$ cat config.mk
export PLATFORM = sky130hd
export DESIGN_NAME = hrh_host_port
export DESIGN_NICKNAME = d
export VERILOG_FILES = /design/src/design/hrh_pkg.sv /design/src/design/hrh_host_port.sv
export SDC_FILE = /design/constraint.sdc
export NUM_CORES = 1
export LEC_CHECK = 0
export ABC_AREA = 1
export BUFFER_PORTS_ARGS = -buffer_cell sky130_fd_sc_hd__buf_2
export CORE_AREA = 3 3 92 94
export CTS_CLUSTER_SIZE = 20
export DETAILED_ROUTE_END_ITERATION = 12
export DIE_AREA = 0 0 95 97
export PLACE_DENSITY = 0.66
export SYNTH_ARGS = -nofsm -noshare
export SYNTH_HDL_FRONTEND = slang
export SYNTH_SLANG_ARGS = --single-unit
$ cat constraint.sdc
create_clock -name core_clk -period 4.2 [get_ports core_clk]
set_input_delay 1.26 -clock core_clk [delete_from_list [all_inputs] [get_ports core_clk]]
set_output_delay 1.26 -clock core_clk [all_outputs]
set_load 0.03 [all_outputs]
$ cat src/design/hrh_pkg.sv
/*
 Shared constants for the host port ready handshake.
 Assumes a single 200 MHz core clock standing in for the peripheral clock.
*/
//----------------------------------------------------------------------
// Notes on behaviour
//----------------------------------------------------------------------
// Notes on behaviour
// - Combined strobe active when chip select low and the two data strobes differ.
// - Address write after address write or read command may drive ready not-ready.
// - Data write while write FIFO full, flushing or not empty may stall.
// - Any other host write keeps ready low throughout.
// - Auto-increment data read missing in read FIFO may stall, first half only.
// - First half of data read without auto-increment may stall while fetching.
// - Auto-increment data read with data present keeps ready low both halves.
// - Second half of non-increment data read never stalls.
// - Control and address register reads never stall.
// - Read data is valid on the bus no later than ready going low.
// - Ready is driven low whenever chip select is released.
package hrh_pkg;
    // Access type from the two access-control lines
    typedef enum logic [1:0] {
        HRH_ACC_CTRL = 2'b00,
        HRH_ACC_DATA_INC = 2'b01,
        HRH_ACC_ADDR = 2'b10,
        HRH_ACC_DATA = 2'b11
    } hrh_acc_t;

    typedef enum logic [1:0] {
        HRH_IDLE = 2'b00,
        HRH_STALL = 2'b01,
        HRH_READY = 2'b10,
        HRH_GAP = 2'b11
    } hrh_state_t;

    localparam logic HRH_RDY_RST = 1'b0;
    localparam int HRH_CLK_PERIOD_NS = 5;
    localparam int HRH_GAP_PERIODS = 2;
    localparam logic [1:0] HRH_GAP_CYCLES = 2'(HRH_GAP_PERIODS);
    localparam logic [15:0] HRH_DATA_RST = 16'h0000;
endpackage : hrh_pkg

$ cat src/design/hrh_host_port.sv
/*
 Ready handshake of a multiplexed 16-bit host port.
 Assumes host pins are asynchronous and the internal side answers on core_clk.
*/
`timescale 1ns/100ps
module hrh_host_port
    import hrh_pkg::*;
(
    input wire logic core_clk,
    input wire logic sys_rst,
    input wire logic host_chip_select_n,
    input wire logic data_strobe_a_n,
    input wire logic data_strobe_b_n,
    input wire logic access_control_a,
    input wire logic access_control_b,
    input wire logic host_read_not_write,
    input wire logic half_word_select,
    input wire logic [15:0] host_data_in,
    output logic [15:0] host_data_out,
    output logic host_data_oe,
    output logic host_ready_n,
    input wire logic addr_follow_cmd,
    input wire logic write_fifo_busy,
    input wire logic read_fifo_hit,
    input wire logic [15:0] reg_read_data,
    input wire logic reg_read_valid,
    output logic access_start,
    output logic [1:0] access_type,
    output logic access_read,
    output logic access_half,
    output logic [15:0] access_wdata
);
    //------------------------------------------------------------------
    // Input synchronisers
    //------------------------------------------------------------------
    logic [6:0] meta_q, sync_q;
    logic [15:0] dataMeta_q, dataSync_q;
    // Two-flop synchronisers for all pins
    always_ff @(posedge core_clk) begin
        if (sys_rst) begin
            meta_q <= 7'h7F;
            sync_q <= 7'h7F;
            dataMeta_q <= HRH_DATA_RST;
            dataSync_q <= HRH_DATA_RST;
        end else begin
            meta_q <= {host_chip_select_n, data_strobe_a_n, data_strobe_b_n, access_control_a,
                       access_control_b, host_read_not_write, half_word_select};
            sync_q <= meta_q;
            dataMeta_q <= host_data_in;
            dataSync_q <= dataMeta_q;
        end
    end

    logic csN, strobeN;
    assign csN = sync_q[6];
    assign strobeN = ~(sync_q[5] ^ sync_q[4]) | csN;

    //------------------------------------------------------------------
    // Synchronised select lines
    //------------------------------------------------------------------
    logic [1:0] selType;
    logic selRead, selHalf;
    // Select lines as the handshake sees them at capture
    assign selType = sync_q[3:2];
    assign selRead = sync_q[1];
    assign selHalf = sync_q[0];

    // True for either data register access, with or without increment
    function automatic logic is_data_acc(input logic [1:0] accKind);
        return accKind == HRH_ACC_DATA || accKind == HRH_ACC_DATA_INC;
    endfunction : is_data_acc

    //------------------------------------------------------------------
    // Handshake state machine
    //------------------------------------------------------------------
    hrh_state_t state_q, state_d;
    logic rdyN_q, rdyN_d, oe_q, oe_d, start_q, start_d;
    logic [1:0] type_q, type_d, gap_q, gap_d;
    logic read_q, read_d, half_q, half_d, lastAddrW_q, lastAddrW_d;
    logic [15:0] rdata_q, rdata_d, wdata_q, wdata_d;
    logic stall;

    // Stall decision for the access just captured
    always_comb begin
        stall = 1'b0;
        if (!read_d) begin
            if (type_d == HRH_ACC_ADDR)
                stall = lastAddrW_q | addr_follow_cmd;
            else if (is_data_acc(type_d))
                stall = write_fifo_busy;
            else
                stall = 1'b0;
        end else if (type_d == HRH_ACC_DATA_INC) begin
            stall = !half_d && !read_fifo_hit;
        end else if (type_d == HRH_ACC_DATA) begin
            stall = !half_d;
        end else begin
            stall = 1'b0;
        end
    end

    // Next state and outputs
    always_comb begin
        state_d = state_q;
        rdyN_d = rdyN_q;
        oe_d = oe_q;
        start_d = 1'b0;
        type_d = type_q;
        gap_d = gap_q;
        read_d = read_q;
        half_d = half_q;
        lastAddrW_d = lastAddrW_q;
        rdata_d = rdata_q;
        wdata_d = wdata_q;
        case (state_q)
            HRH_IDLE: begin
                rdyN_d = 1'b0;
                if (!strobeN) begin
                    type_d = {sync_q[3], sync_q[2]};
                    read_d = sync_q[1];
                    half_d = sync_q[0];
                    wdata_d = dataSync_q;
                    start_d = 1'b1;
                    oe_d = sync_q[1];
                    if (stall) begin
                        rdyN_d = 1'b1;
                        state_d = HRH_STALL;
                    end else begin
                        rdata_d = reg_read_data;
                        state_d = HRH_READY;
                    end
                end
            end
            HRH_STALL: begin
                // Ready low once read data is valid or the write FIFO is free; a deselect lowers it at once
                if (read_q ? reg_read_valid : !write_fifo_busy) begin
                    rdata_d = reg_read_data;
                    rdyN_d = 1'b0;
                    state_d = HRH_READY;
                end
            end
            HRH_READY: begin
                if (strobeN) begin
                    oe_d = 1'b0;
                    lastAddrW_d = !read_q && type_q == HRH_ACC_ADDR;
                    gap_d = HRH_GAP_CYCLES - 2'd1;
                    state_d = HRH_GAP;
                end
            end
            HRH_GAP: begin
                // Hold off a new access for the minimum gap
                if (gap_q != 2'd0)
                    gap_d = gap_q - 2'd1;
                else
                    state_d = HRH_IDLE;
            end
            default: state_d = HRH_IDLE;
        endcase
        if (csN) begin
            rdyN_d = 1'b0;
            oe_d = 1'b0;
            if (state_q == HRH_STALL)
                state_d = HRH_IDLE;
        end
    end

    // State registers
    always_ff @(posedge core_clk) begin
        if (sys_rst) begin
            state_q <= HRH_IDLE;
            rdyN_q <= HRH_RDY_RST;
            oe_q <= 1'b0;
            start_q <= 1'b0;
            type_q <= HRH_ACC_CTRL;
            gap_q <= 2'd0;
            read_q <= 1'b0;
            half_q <= 1'b0;
            lastAddrW_q <= 1'b0;
            rdata_q <= HRH_DATA_RST;
            wdata_q <= HRH_DATA_RST;
        end else begin
            state_q <= state_d;
            rdyN_q <= rdyN_d;
            oe_q <= oe_d;
            start_q <= start_d;
            type_q <= type_d;
            gap_q <= gap_d;
            read_q <= read_d;
            half_q <= half_d;
            lastAddrW_q <= lastAddrW_d;
            rdata_q <= rdata_d;
            wdata_q <= wdata_d;
        end
    end

    assign host_ready_n = rdyN_q;
    assign host_data_oe = oe_q;
    assign host_data_out = rdata_q;
    assign access_start = start_q;
    assign access_type = type_q;
    assign access_read = read_q;
    assign access_half = half_q;
    assign access_wdata = wdata_q;
endmodule : hrh_host_port

## Word level (Yosys, flattened, before mapping)

Cells that the tools add are included.

| storage, ports and cells | value |
|---|---|
| flip-flop bits (word level) | 90 |
| input bits | 45 |
| output and inout bits | 39 |

| operators by class | value |
|---|---|
| $add $sub $neg | 1 |
| equal/unequal tests | 12 |
| multiplexer cells | 35 |
| bitwise gates (word level) | 6 |
| reduce and logical (&&, ||, !) cells | 20 |

Operators by type and width:

| operator | number |
|---|---|
| 16-bit two-way mux | 3 |
| 16-bit case mux with 2 select lines | 1 |
| 2-bit two-way mux | 11 |
| 1-bit two-way mux | 16 |
| 2-bit == test, second input constant | 5 |
| 2-bit != test, second input constant | 5 |
| 2-bit case mux with 4 select lines | 1 |
| 2-bit nonzero test | 4 |
| 2-bit AND reduction | 3 |
| 3-bit AND reduction | 2 |
| 2-bit by 1-bit == test with 1-bit output, second input constant | 2 |
| 1-bit logical NOT | 4 |
| 1-bit case mux with 2 select lines | 2 |
| 2-bit case mux with 2 select lines | 1 |
| 4-bit AND reduction | 1 |
| 2-bit OR reduction | 2 |
| 1-bit NOT | 3 |
| 1-bit logical AND | 2 |
| 2-bit logical NOT | 1 |
| 1-bit OR | 2 |
| 2-bit by 1-bit subtractor with 2-bit output, second input constant | 1 |
| 1-bit logical OR | 1 |
| 1-bit XOR | 1 |

## Depth between registers and ports, before layout

Gate-level depths: netlist (run 1).

| depth | value |
|---|---|
| word-level depth | 15 |
| gate-level depth with buffers | 14 |

## Worst setup path after synthesis (run 1)

Ideal clock, no wire load.

| path | value |
|---|---|
| path type | input to register |
| start | in addr_follow_cmd |
| end | reg rdata_q[10] (netlist: host_data_out[10]) |
| arrival | 2.161 ns |
| required time | 4.086 ns |
| slack | 1.925 ns |
| cell stages on the path | 10 |
| path buffers | 1 |
| cell sequence | or2_2 > nand3_1 > nand2_1 > nand3_2 > nand2_2 > nand2_4 > buf_6 > nand3_2 > nand2_1 > nor2_2 |

| on the way | value |
|---|---|
| longest elaborated chain between the ends | 5 |

RTL lines:

| item | RTL line | RTL |
|---|---|---|
| start: declaration | hrh_host_port.sv:22 | `input wire logic addr_follow_cmd,` |
| 1-bit OR | hrh_host_port.sv:88 | `stall = lastAddrW_q \| addr_follow_cmd;` |
| 1-bit two-way mux | hrh_host_port.sv:87 | `if (type_d == HRH_ACC_ADDR)` |
| 1-bit two-way mux | hrh_host_port.sv:86 | `if (!read_d) begin` |
| 2-bit != test (no line) | n/a |  |
| 4-bit AND reduction (no line) | n/a |  |
| end signal: assignment | hrh_host_port.sv:191 | `rdata_q <= rdata_d;` |
| end: declaration | hrh_host_port.sv:80 | `logic [15:0] rdata_q, rdata_d, wdata_q, wdata_d;` |

No other way between the ends.
A chain may end at the register's enable or synchronous reset.

## Worst setup path after layout (run 1)

| path | value |
|---|---|
| start | in write_fifo_busy |
| end | reg rdata_q[1] (netlist: host_data_out[1]) |

| on the way | value |
|---|---|
| longest elaborated chain between the ends | 5 |
| elaborated cells between the ends (all ways) | 8 |
| those cells by class | 2 x eq/ne; 4 x mux; 2 x reduce/logical |

RTL lines:

| item | RTL line | RTL |
|---|---|---|
| start: declaration | hrh_host_port.sv:23 | `input wire logic write_fifo_busy,` |
| 1-bit two-way mux | hrh_host_port.sv:89 | `else if (is_data_acc(type_d))` |
| 1-bit two-way mux | hrh_host_port.sv:87 |  |
| 1-bit two-way mux | hrh_host_port.sv:86 |  |
| 2-bit != test (no line) | n/a |  |
| 4-bit AND reduction (no line) (*) | n/a |  |

Mark *: on every way between the ends. The rest lies on a longest branch, timed or not.

==> run summary, run 1 <==
Synth Area in XOR/XNOR = 0
Mapped Area = 3430 um2
Worst Tran Pin Value = 0.970 ns
Tcrit/Tclk final = 0.588
Final instance area = 4070 um2
Worst min-delay path class = flop to flop
Worst-skew pair later-pin latency = 0.36 ns
# DRC = 0
Worst setup SP type = primary input
CP max-delay cell = nand2_2
Main synth FF type = dfxtp_1
Switching power = 0.438 mW
Initial Util = 0.443
Final slew viol count = 0
Cell-internal power = 1.17 mW
Synth Area in Adders = 0.00365
Final min period = 2.47 ns
Die area = 9220 um2
Syn_area_per_cell = 8.44 um2
Vias/cell = 4.39
Most frequent cell after synthesis = dfxtp_1
CP delay by family, top = simple AND/OR/NAND/NOR gates
Required @ worst endpoint = 4.46 ns
Post-synthesis mux area share = 0
Warnings from Yosys = 0
Post-synth EDFFs = 0
First-pass GRT wire length = 10,400 um
RSZ-0062 raised after global routing = no
Dpl cells = 574
Initial drt markers = 83
Routed Antenna Nets = 0
Vias in the first global route = 2,350
Compound-Gate Fraction of Synth Area = 0.0887
Ports = 84
Share of power burned in the clock network = 0.351
Area delta synth->final = 18.7%
Synth unique cells = 29
Initial antenna violation count = 0
R2R Path Start = state_q[0]
Top cells by count, synth = dfxtp_1, nor2_1, inv_1
Max Freq = 0.405 GHz
CP Max Fanout = 32
Top cell type by total area after synthesis = dfxtp_1
Post-synth ARST share = 0
Setup TNS = 0 ns
CORE AREA = 7730 um2
CP max stage delay = 0.66 ns
TritonRoute pass-1 iters = 5
Simple-Gate Fraction of Synth Area = 0.277
Largest net degree at the start of global routing = 54
CTS HTree Levels = 3
Largest buffer count on any clock path = 2
Pre-CTS WS = 1.36 ns
Root Buffer = clkbuf_8
Top cell type's share of synthesized area = 0.526
Endpoints failing hold = 0
Number of CTS-inserted buffers = 9
Number of antenna diodes = 0
Post-CTS resize count = 0
PwrDens = 396 nW/um2
Critical Path Source = write_fifo_busy
Drt wl/cell = 10.5 um
Reg power frac = 0.558
Comb power frac = 0.091
Placement-stage cell area = 3870 um2
Maxcap violations = 0
Maximum vdd drop = 0.204 mV
Worst EP arrival = 2.72 ns
Status = finished, final reports clean
Post-Syn Instances = 406
Tot GR Track Use = 0.142
Final Setup Violations = 0
Grt total ovfl = 0
Static Leakage = 1.97 nW
Setup bufs post-CTS = 0
Row count = 32
Worst path cell trace = buf_2 -> nor2_1 -> a21oi_1 -> nor2_1 -> inv_1 -> nand2_2 -> nand3_1 -> nand2_1 -> nor2_1
Chip width = 95 um
Mapped Nets = 452
Final instance count without filler cells = 590
Synth Register Bits = 90
Post-Route WL = 6220 um
Reg clk slew, reported paths = 0.09 ns
Setup CP Type = primary input to flop
Bufs and invs on worst path = 2
Sequential share of the synthesized area = 0.526
Clk_skew = 0.0101 ns
Fin nets = 529
Die H = 97 um
# hold bufs at CTS = 0
Slew HR = 0.352
Layout cells sized above 1 = 0.340
Switching share of power = 0.272
Clock Sink Count = 90
Min-delay src = dataMeta_q[8]
CTS tree = yes
GP Congestion = 0.791
Buffers added on ports = 83
Critical Path End Type = flop
Final worst slack = 1.73 ns
Hpwl dp = 4260 um
Largest family of logic cells by synthesized area = simple AND/OR/NAND/NOR gates
Routed vias = 2,590
Most area-consuming cells after synthesis = dfxtp_1, nor2_1, inv_1
Critical Path Most Common Cell = nor2_1
logic make-up after synthesis:
group                      Yosys count
and+or+nand+nor                    182
DFF                                 90
buffers and inverters               85
AOI/OAI and AO/OA                   48
adders and majority gates            1
layer usage:
layer | up-vias | wire length, um | track usage
met5 | - | 0 | 0
li1 | 1385 | - | -
met1 | 1122 | 2910 | 0.180
met2 | 73 | 2760 | 0.222
met3 | 10 | 442 | 0.0397
met4 | 0 | 116 | 0.0666
state kept, by name, indices dropped and copies added (netlist names), 2 cells and up:
| register | flops |
|---|---|
| state_q | 2 |
| access_type | 2 |
| access_wdata | 16 |
| gap_q | 2 |
| sync_q | 7 |
| dataMeta_q | 16 |
| dataSync_q | 16 |
| meta_q | 7 |
| host_data_out | 16 |
worst reg2reg max path: cells and delay by family, from the launching register on:
| kind | cells | cell delay, ns |
|---|---|---|
| AND/OR/NAND/NOR | 6 | 1.26 |
| flip-flops | 1 | 0.51 |
| buffers and inverters | 3 | 0.26 |
cell usage in the layout (no fill, tap or decap), drive strengths merged, types with 3 or more instances in the layout:
master   n
a21oi   24
buf     84
clkbuf   9
clkinv   3
dfxtp   90
inv     71
nand2   40
nand3   28
nor2    95
o21ai   22
or2     15
stage by stage:
stage	util	hold WS, ns	total power [mW]
finish	0.526	0.405	1.61
global route	0.526	0.417	1.68
CTS	0.526	0.405	1.63
detailed placement	0.501	0.392	1.07
global placement	0.501	0.389	1.06
floorplan	-	0.388	1.03
power by group through the flow:
stage               Clock [mW]  Sequential (mW)  Combinational [mW]
floorplan                    0            0.936              0.0892
global placement             0            0.917               0.145
detailed placement           0            0.918               0.148
CTS                      0.585            0.898               0.149
global route             0.616            0.902               0.166
finish                   0.564            0.898               0.146
worst paths after layout:
kind,to,slack [ns],cells after the start
worst min register to register,dataSync_q[8],0.41,2
worst min-delay path,dataSync_q[8],0.41,2
worst max register to register,host_data_out[1],2.07,9
worst max-delay path,host_data_out[1],1.73,9
cell type report:
class	instances	area (um2)
tap	102	128
inverter	67	254
clock buffer	9	124
clock inverter	7	68.8
sequential	90	1800
timing repair buffer	84	423
multi-input combinational	231	1270
fill	758	3660
Power figures use the tool's default switching activity.
==> inputs of run 2 (changes only) <==
- ABC_AREA: 1 -> 0
- CORE_AREA: 3 3 92 94 -> 3 3 93 95
- DIE_AREA: 0 0 95 97 -> 0 0 96 98
- PLACE_DENSITY: 0.66 -> 0.68
- clock period: 4.2 -> 2.23 ns (I/O delays scaled with it)
==> run 2 against run 1 <==
Sequential power up 87%. Register-to-register slack worse by 1.9 ns. Sequential cell count unchanged. Core utilization is 2.1 points higher. Cell count fell by 1.5%. Critical path depth shrank 4. Largest cell class unchanged.
==> run summary, run 2 <==
Status = finished, final reports clean
Tcrit/Tclk final = 0.908
Worst hold margin = 0.416 ns
Utilization after layout = 0.547
Buffers added on ports = 83
Routed Antenna Nets = 0
Reg power frac = 0.535
Switching share of power = 0.235
Root Buffer = clkbuf_8
Initial Util = 0.454
Power Total = 3.14 mW
PwrDens = 735 nW/um2
Simple-Gate Fraction of Synth Area = 0.231
Critical Path End Type = flop
Comb power frac = 0.072
Endpoints failing hold = 0
Setup TNS = 0 ns
Setup bufs post-CTS = 0
Warnings from Yosys = 0
First-pass GRT wire length = 12,000 um
Mapped Area = 3540 um2
Post-synthesis mux area share = 0.0696
Drt wl/cell = 12.6 um
Area delta synth->final = 20.7%
Fin nets = 521
Final min period = 2.03 ns
Maximum vdd drop = 0.397 mV
Static Leakage = 1.78 nW
Worst setup SP type = flop
Cell-internal power = 2.40 mW
Mapped Nets = 447
Number of antenna diodes = 0
Clk_skew = 0.00468 ns
Fillers = 714
Syn_area_per_cell = 8.83 um2
Worst EP arrival = 2.27 ns
Post-synth ARST share = 0
Compound-Gate Fraction of Synth Area = 0.135
Most area-consuming cells after synthesis = dfxtp_1, nand2_1, a21oi_1
Depth of the most critical reg-to-reg path = 5
Initial drt markers = 72
Most common cell after layout, fill and taps aside = dfxtp_1
Most frequent cells in the layout = dfxtp_1, nand2_1, buf_2, a21oi_1, nor2b_1
# DRC = 0
Post-Syn Instances = 401
Switching power = 0.739 mW
Die H = 98 um
Most frequent cell after synthesis = dfxtp_1
# hold bufs at CTS = 0
CP Max Fanout = 19
TritonRoute pass-1 iters = 5
Top cell type by total area after synthesis = dfxtp_1
Row count = 32
Hold path depth = 1
Largest family of logic cells by synthesized area = simple AND/OR/NAND/NOR gates
Dpl cells = 566
Slew HR = 0.585
Maxcap violations = 0
Synth Register Bits = 90
Number of CTS-inserted buffers = 9
CTS HTree Levels = 3
Vias in the first global route = 2,737
Post-synth EDFFs = 0
RSZ-0062 raised after global routing = no
Top cell type's share of synthesized area = 0.509
Post-Route WL = 7310 um
Synth Area in Adders = 0.00353
Setup CP Type = flop to flop
Ports = 84
Final slew viol count = 0
Required @ worst endpoint = 2.48 ns
Initial antenna violation count = 0
Largest buffer count on any clock path = 2
Largest net degree at the start of global routing = 44
Main synth FF type = dfxtp_1
Worst-skew pair later-pin latency = 0.35 ns
Post-CTS resize count = 0
Max Freq = 0.494 GHz
Synth Area in XOR/XNOR = 0.00459
Final Setup Violations = 0
Grt total ovfl = 0
Vias/cell = 5.01
Synth unique cells = 35
CTS tree = yes
Layout cells sized above 1 = 0.307
Die area = 9410 um2
Worst min-delay path class = flop to flop
Final instance count without filler cells = 581
Routed vias = 2,910
Sequential share of the synthesized area = 0.509
Worst Tran Pin Value = 0.623 ns
GP Congestion = 0.744
Chip width = 96 um
Clock Sink Count = 90
Share of power burned in the clock network = 0.393
Tot GR Track Use = 0.159
Reg clk slew, reported paths = 0.09 ns
CORE AREA = 7810 um2
Hpwl dp = 4800 um
Top cells by count, synth = dfxtp_1, nand2_1, a21oi_1
[run 2: changes by cell type after synthesis, sizes merged, moves of 4 or more]
cell / before / now
nor2b: 0 / 33
inv: 67 / 5
nor2: 95 / 4
mux2: 0 / 16
nand2: 40 / 82
clkbuf: 10 / 21
nand3: 28 / 17
mux2i: 0 / 4
a21oi: 24 / 55
[run 2: final timing paths]
check / startpoint / endpoint / slack [ns]
worst max register to register: sync_q[6] / host_data_out[4] / 0.20
worst max-delay path: sync_q[6] / host_data_out[4] / 0.20
worst min register to register: meta_q[6] / sync_q[6] / 0.42
worst min-delay path: meta_q[6] / sync_q[6] / 0.42
[run 2: cell type report]
type | instances | area (um2) | area share
repair buffers | 93 | 531 | 0.124
inverters | 5 | 18.8 | 0.00439
clock buffers | 9 | 124 | 0.0290
flip-flops and latches | 90 | 1800 | 0.422
multi-input cells | 276 | 1570 | 0.368
clock inverters | 6 | 96.3 | 0.0225
well taps | 102 | 128 | 0.0299
[run 2: power by group through the flow]
stage | logic [mW] | clock network [mW] | registers (mW)
4_1_cts | 0.228 | 1.27 | 1.68
5_1_grt | 0.251 | 1.32 | 1.69
6_report | 0.226 | 1.24 | 1.68
3_5_place_dp | 0.228 | 0 | 1.72
2_1_floorplan | 0.129 | 0 | 1.73
3_3_place_gp | 0.222 | 0 | 1.72
[run 2: per-stage QoR]
| stage | cell area [um2] | setup slack (ns) |
|---|---|---|
| floorplan | 3540 | 0.195 |
| global route | 4270 | 0.0740 |
| CTS | 4270 | 0.200 |
| global placement | 4050 | 0.0992 |
| detailed placement | 4050 | 0.0498 |
| finish | 4270 | 0.204 |
[run 2: per-layer routing]
metal / GRT usage / wire (um) / up-vias
li1: - / - / 1474
met1: 0.200 / 3340 / 1349
met2: 0.257 / 3460 / 80
met3: 0.0362 / 432 / 7
met4: 0.0667 / 75 / 0
met5: 0 / 0 / -
[run 2: critical path, stage by stage (launching register included)]
cell     delay [ns]
dfxtp_1        0.41
or4_4          0.61
mux2i_1        0.19
o32a_2         0.19
buf_12         0.17
mux2_2         0.35
[run 2: cell families after synthesis]
logic type,after synthesis
AND/OR/NAND/NOR,165
buffers and inverters,35
flip-flops,90
XOR/XNOR,1
multiplexers,20
adder cells (fa/ha/maj),1
AO/OA/AOI/OAI,89
